==> src/rtl/sam_pkg.sv <==
package sam_pkg;
  // register byte addresses
  localparam logic [31:0] GRP_BASE   = 32'h0000_0000;
  localparam logic [31:0] REC_ERR    = 32'h0000_0020;
  localparam logic [31:0] REC_STS    = 32'h0000_0024;
  localparam logic [31:0] ACT_EN     = 32'h0000_0028;
  localparam logic [31:0] ACT_STS    = 32'h0000_002c;
  localparam logic [31:0] IRQ_STS    = 32'h0000_0030;
  localparam logic [31:0] IRQ_MASK   = 32'h0000_0034;
  localparam logic [31:0] FAULT_ADDR = 32'hf006_38f0;
  localparam logic [31:0] ECC_ADDR   = 32'hf006_3810;
  // group index field of a group address
  localparam int          GRP_LSB    = 2;
  localparam int          GRP_MSB    = 4;
  // reset values
  localparam logic [31:0] GRP_RST    = 32'h0000_0000;
  localparam logic [31:0] GRP7_RST   = 32'h0000_0003;
  localparam logic [31:0] REC_RST    = 32'h0000_0000;
  localparam logic [15:0] FAULT_RST  = 16'h0001;
  localparam logic [15:0] ECC_RST    = 16'h0001;
  localparam logic [7:0]  ACTEN_RST  = 8'h00;
  localparam logic [9:0]  IRQ_RST    = 10'h000;
  // interrupt status bit positions
  localparam int          IRQ_REC    = 8;
  localparam int          IRQ_ACT    = 9;

  typedef struct packed {
    logic [31:0] addr;
    logic [31:0] wdata;
    logic        wr;
    logic        rd;
  } bus_req_t;

  typedef struct packed {
    logic [7:0][31:0] alarm;
    logic [31:0]      rec_err;
    logic [31:0]      rec_sts;
    logic [15:0]      fault;
    logic [15:0]      ecc;
  } event_in_t;

  typedef struct packed {
    logic [7:0][31:0] alarm;
    logic [31:0]      rec_err;
    logic [31:0]      rec_sts;
    logic [15:0]      fault;
    logic [15:0]      ecc;
    logic [7:0]       act_en;
    logic             act;
    logic [9:0]       irq_sts;
    logic [9:0]       irq_mask;
    logic [31:0]      rdata;
  } state_t;
endpackage

==> src/rtl/safety_alarm_unit.sv <==
// Added by the designer: the strobed register port.
`timescale 1ns/1ns
// Overview of operation
// - masked read-modify-write acts as a whole-word write, touching every bit
// - alarm group flags clear by writing one; 0x4 clears only bit 2
// - recovery flags clear by writing zero; 0xfffffffb clears only bit 2
// - alarm action follows incoming alarms, not flags software may clear
// - group seven alarms 1 and 0 are set after every reset
module safety_alarm_unit (
  // clock and reset
  input  wire logic               clk_i,
  input  wire logic               resetn_i,
  // register port
  input  wire sam_pkg::bus_req_t  req_i,
  output logic [31:0]             rdata_o,
  // alarm and flag events
  input  wire sam_pkg::event_in_t ev_i,
  // reaction and interrupt
  output logic                    action_o,
  output logic                    irq_o
);

  sam_pkg::state_t q_reg;
  sam_pkg::state_t q_next;
  logic [9:0]      irq_ev;
  logic            act_trig;
  logic            grp_hit;
  logic [2:0]      grp_idx;
  logic [31:0]     set_vec;
  logic            fault_lvl;
  logic            ecc_lvl;
  localparam int   GRP_MSB_P1 = sam_pkg::GRP_MSB + 1;

  always_comb begin
    q_next   = q_reg;
    irq_ev   = '0;
    grp_hit  = (req_i.addr[31:GRP_MSB_P1] == '0);
    grp_idx  = req_i.addr[sam_pkg::GRP_MSB:sam_pkg::GRP_LSB];
    set_vec  = '0;
    // controller state holds its alarms up while not cleared
    fault_lvl = |q_reg.fault;
    ecc_lvl   = |q_reg.ecc;
    act_trig  = 1'b0;

    for (int g = 0; g < 8; g++) begin
      set_vec = ev_i.alarm[g];
      if (g == 7) begin
        set_vec[0] = set_vec[0] | fault_lvl;
        set_vec[1] = set_vec[1] | ecc_lvl;
      end
      // whole word applied at once, hardware set wins
      if (req_i.wr && grp_hit && grp_idx == 3'(g)) begin
        q_next.alarm[g] = (q_reg.alarm[g] & ~req_i.wdata) | set_vec;
      end else begin
        q_next.alarm[g] = q_reg.alarm[g] | set_vec;
      end
      irq_ev[g] = |ev_i.alarm[g];
      if (q_reg.act_en[g] && (|ev_i.alarm[g])) begin
        act_trig = 1'b1;
      end
    end

    // recovery flags: written zeros clear, set wins
    if (req_i.wr && req_i.addr == sam_pkg::REC_ERR) begin
      q_next.rec_err = (q_reg.rec_err & req_i.wdata) | ev_i.rec_err;
    end else begin
      q_next.rec_err = q_reg.rec_err | ev_i.rec_err;
    end
    if (req_i.wr && req_i.addr == sam_pkg::REC_STS) begin
      q_next.rec_sts = (q_reg.rec_sts & req_i.wdata) | ev_i.rec_sts;
    end else begin
      q_next.rec_sts = q_reg.rec_sts | ev_i.rec_sts;
    end
    irq_ev[sam_pkg::IRQ_REC] = |ev_i.rec_err;

    // test controller state: a write stores the low half, zero clears it
    if (req_i.wr && req_i.addr == sam_pkg::FAULT_ADDR) begin
      q_next.fault = req_i.wdata[15:0] | ev_i.fault;
    end else begin
      q_next.fault = q_reg.fault | ev_i.fault;
    end
    if (req_i.wr && req_i.addr == sam_pkg::ECC_ADDR) begin
      q_next.ecc = req_i.wdata[15:0] | ev_i.ecc;
    end else begin
      q_next.ecc = q_reg.ecc | ev_i.ecc;
    end

    // action latch is independent of the flag registers
    if (act_trig) begin
      q_next.act = 1'b1;
    end
    irq_ev[sam_pkg::IRQ_ACT] = act_trig && !q_reg.act;

    if (req_i.wr && req_i.addr == sam_pkg::ACT_EN) begin
      q_next.act_en = req_i.wdata[7:0];
    end
    if (req_i.wr && req_i.addr == sam_pkg::IRQ_MASK) begin
      q_next.irq_mask = req_i.wdata[9:0];
    end

    // read data, one cycle late; interrupt status clears on read
    q_next.rdata   = '0;
    q_next.irq_sts = q_reg.irq_sts | irq_ev;
    if (req_i.rd) begin
      if (grp_hit) begin
        q_next.rdata = q_reg.alarm[grp_idx];
      end else begin
        unique case (req_i.addr)
          sam_pkg::REC_ERR:    q_next.rdata = q_reg.rec_err;
          sam_pkg::REC_STS:    q_next.rdata = q_reg.rec_sts;
          sam_pkg::ACT_EN:     q_next.rdata = {24'h0, q_reg.act_en};
          sam_pkg::ACT_STS:    q_next.rdata = {31'h0, q_reg.act};
          sam_pkg::IRQ_MASK:   q_next.rdata = {22'h0, q_reg.irq_mask};
          sam_pkg::FAULT_ADDR: q_next.rdata = {16'h0, q_reg.fault};
          sam_pkg::ECC_ADDR:   q_next.rdata = {16'h0, q_reg.ecc};
          sam_pkg::IRQ_STS: begin
            q_next.rdata   = {22'h0, q_reg.irq_sts};
            q_next.irq_sts = irq_ev;
          end
          default:             q_next.rdata = '0;
        endcase
      end
    end
  end

  always_ff @(posedge clk_i) begin
    if (!resetn_i) begin
      for (int g = 0; g < 7; g++) begin
        q_reg.alarm[g] <= sam_pkg::GRP_RST;
      end
      q_reg.alarm[7]  <= sam_pkg::GRP7_RST;
      q_reg.rec_err   <= sam_pkg::REC_RST;
      q_reg.rec_sts   <= sam_pkg::REC_RST;
      q_reg.fault     <= sam_pkg::FAULT_RST;
      q_reg.ecc       <= sam_pkg::ECC_RST;
      q_reg.act_en    <= sam_pkg::ACTEN_RST;
      q_reg.act       <= 1'b0;
      q_reg.irq_sts   <= sam_pkg::IRQ_RST;
      q_reg.irq_mask  <= sam_pkg::IRQ_RST;
      q_reg.rdata     <= '0;
    end else begin
      q_reg <= q_next;
    end
  end

  assign rdata_o  = q_reg.rdata;
  assign action_o = q_reg.act;
  assign irq_o    = |(q_reg.irq_sts & q_reg.irq_mask);
endmodule // safety_alarm_unit

==> config.mk <==
export PLATFORM = sky130hd
export DESIGN_NAME = safety_alarm_unit
export DESIGN_NICKNAME = d
export VERILOG_FILES = /design/src/rtl/sam_pkg.sv /design/src/rtl/safety_alarm_unit.sv
export SDC_FILE = /design/constraint.sdc
export NUM_CORES = 1
export LEC_CHECK = 0
export BUFFER_PORTS_ARGS = -buffer_cell sky130_fd_sc_hd__buf_4
export CORE_AREA = 2 2 196 198
export CTS_BUF_LIST = sky130_fd_sc_hd__clkbuf_2 sky130_fd_sc_hd__clkbuf_4 sky130_fd_sc_hd__clkbuf_8
export DETAILED_ROUTE_END_ITERATION = 7
export DIE_AREA = 0 0 198 200
export GPL_TIMING_DRIVEN = 0
export PLACE_DENSITY = 0.75
export SKIP_CTS_REPAIR_TIMING = 1
export SYNTH_ARGS = -nofsm -noshare
export SYNTH_HDL_FRONTEND = slang
export SYNTH_SLANG_ARGS = --single-unit
==> constraint.sdc <==
create_clock -name clk_i -period 2.85 [get_ports clk_i]
set_clock_uncertainty 0.1 [all_clocks]
set_input_delay 0.285 -clock clk_i [delete_from_list [all_inputs] [get_ports clk_i]]
set_output_delay 0.285 -clock clk_i [all_outputs]
set_load 0.05 [all_outputs]
==> reports/metrics.cfg <==
[floorplan]
start_util_pct = 49.5
core-area_mm2 = 0.0374
rows = 71
die-area_mm2 = 0.0396
die_y_um = 200
io_pins = 454
die_w_um = 198

[yosys]
yosys.area_share.simple_pct = 11.0
synth.avg_cell_area_um2 = 9.87
synth_cell_types = 43
synth_warnings = 0
synthFlopType = dfxtp_1
async_flop_share_pct = 0
synth_adder_area_share_pct = 0
synth_mux_area_share_pct = 10.8
netlist_instances = 1875
synthXorXnorAreaFrac_pct = 0
syn-num-nets = 2295
seq_area_frac_synth_pct = 44.7
ys_seq_elements = 413
synth_top_family_by_area = compound AO/OA/AOI/OAI gates
synth-edff-count = 0
synth-compound-area-share_pct = 28.3
synthesis.area_mm2 = 0.0185

[critical_path]
worst-setup-path-type = in2reg
worstSetupStartpoint = ev_i[192]
reg2reg_depth = 4
worstPathArrival_ns = 3.34
crit_fanout = 2
critPathRequiredTime_ns = 3.23
crit_path_start_kind = input port
reg2reg_from = q_reg[192]
cp-end-kind = register

[finish]
nets = 3172
regArea_mm2 = 0.00827
utilization_pct = 73.7
final_area_mm2 = 0.0276
drive_gt1_share_pct = 25.7
syn_to_final_growth_pct = 48.9
nFillCells = 2656
multi_input_comb_area_mm2 = 0.00926
largest_reg_flops = 380

[placed_design]
place_ws_ns = -0.668
io_buffers = 435
post_dp_cell_area_mm2 = 0.0224
dp_hpwl_um = 61600
gp_congestion = 0.960

[cts]
cts_tree = built
clk_root_buffer_cell = clkbuf_8
clkLatencyLatePin_ns = 0.63
cts_buffers = 70
cts.htree.levels = 3
clk_pin_slew_ns = 0.06
cts.sink_count = 413
clockBufferDepth = 3

[power]
power.total_mw = 14.3
peakVddDrop_uv = 390
power_density_mw_per_mm2 = 519
leakage_nw = 11.2

[timing]
worst_pin_slew_ns = 1.22
period_share_pct = 104
hold_violations = 0
min_period_ns = 2.97
max_freq_mhz = 337
slew_viol_final = 0
worst_slack_ns = -0.116
setup_viol = 1
max_slew_margin_pct = 18.4

[global_route]
first_global_vias = 17800
grt_pass1_wl_um = 110000
groute.usage.overall_pct = 38.3
grt_max_degree = 11
antenna_found_initial = 6
gr-total-overflow = 0

[drt]
initialDrtViolationCount = 2335
drt-pass1-iter-count = 7
drc_errors = 0
routed_via_density = 6.24
finalWirelength_um = 88000
ant_nets = 0
wl_per_cell_um = 26.5
vias = 20700

[min_path]
whs_path_depth = 3
hold_path.class = in2reg
hold_path.startpoint = req_i[0]

[flow_run]
maxCapViolCount = 0

[run_status]
violations = setup timing
status = complete, but fails checks

## cells in the final DEF, fill, tap and decap left out, types with 13 or more instances in the layout
cell type / count
a21boi_0: 214
a21boi_1: 40
a21oi_1: 90
a221oi_1: 13
a222oi_1: 25
buf_2: 22
buf_4: 467
clkbuf_1: 120
clkbuf_4: 20
clkbuf_8: 87
dfxtp_1: 413
dlygate4sd3_1: 370
inv_1: 36
mux2_2: 31
mux2i_1: 20
mux4_2: 64
nand2_1: 57
nand4_1: 26
nor2_1: 80
nor3_1: 94
nor4_1: 83
o21a_1: 254
o21ai_0: 72
## cell families (layout without fill, tap and decap cells)
family,Yosys count,count (layout)
other,0,5
flip-flops,413,413
AO/OA/AOI/OAI,740,740
AND/OR/NAND/NOR,384,384
buffers and inverters,223,1146
multiplexers,115,115
## metrics by stage
stage | hold WS (ns) | setup TNS, ns | instances
floorplan | 0.295 | 0 | 1875
global placement | 0.351 | -45.26 | 2821
detailed placement | 0.363 | -53.84 | 2821
CTS | -0.232 | -0.0629 | 2939
global route | 0.0251 | -0.0689 | 3313
finish | 0.0164 | -0.116 | 3314
## power breakdown
group          leakage [nW]  internal, mW  switching, mW
logic                  6.95          1.28           1.10
clock network         0.771          3.09           2.49
registers              3.45          6.14          0.220
total                  11.2          10.5           3.81
## critical path, stage by stage
cell and delay (ns):
dlygate4sd3_1 0.56, buf_4 0.17, nor4_1 0.83, nand4_1 0.57, o21ai_0 0.30, nand2_1 0.10
o41ai_1 0.41, a21oi_1 0.11
## final timing paths
check,to,slack (ns)
max,q_reg[51],-0.12
min,rdata_o[1],0.02
max reg2reg,rdata_o[3],0.75
min reg2reg,q_reg[41],0.37
## layer usage
metal  part of all wire (%)  vias up  track usage [%]
li1                       -     8760                -
met1                     36     9890             49.5
met2                     46     1620             61.9
met3                     11      423             7.76
met4                    6.6        2             18.0
met5                  0.013        -                0
## cell type report
type	count	share of cell area, %
flip-flops and latches	413	30.0
clock inverters	11	0.290
diodes	5	0.0454
multi-input cells	1239	33.6
well taps	511	2.32
repair buffers	805	25.3
plain buffers	187	3.10
clock buffers	107	4.89
inverters	36	0.490
## Yosys cell counts (all sizes together), types with 57 or more instances
cell type,count,share of area [%]
clkbuf,122,2.5
buf,65,2.1
nor3,95,2.6
nand2,57,1.2
nor4,90,3.4
nor2,80,1.6
a21boi,254,10
o21ai,72,1.9
dfxtp,413,45
mux4,64,7.8
o21a,254,10
a21oi,90,2.4
(Power assumes the default switching activity.)
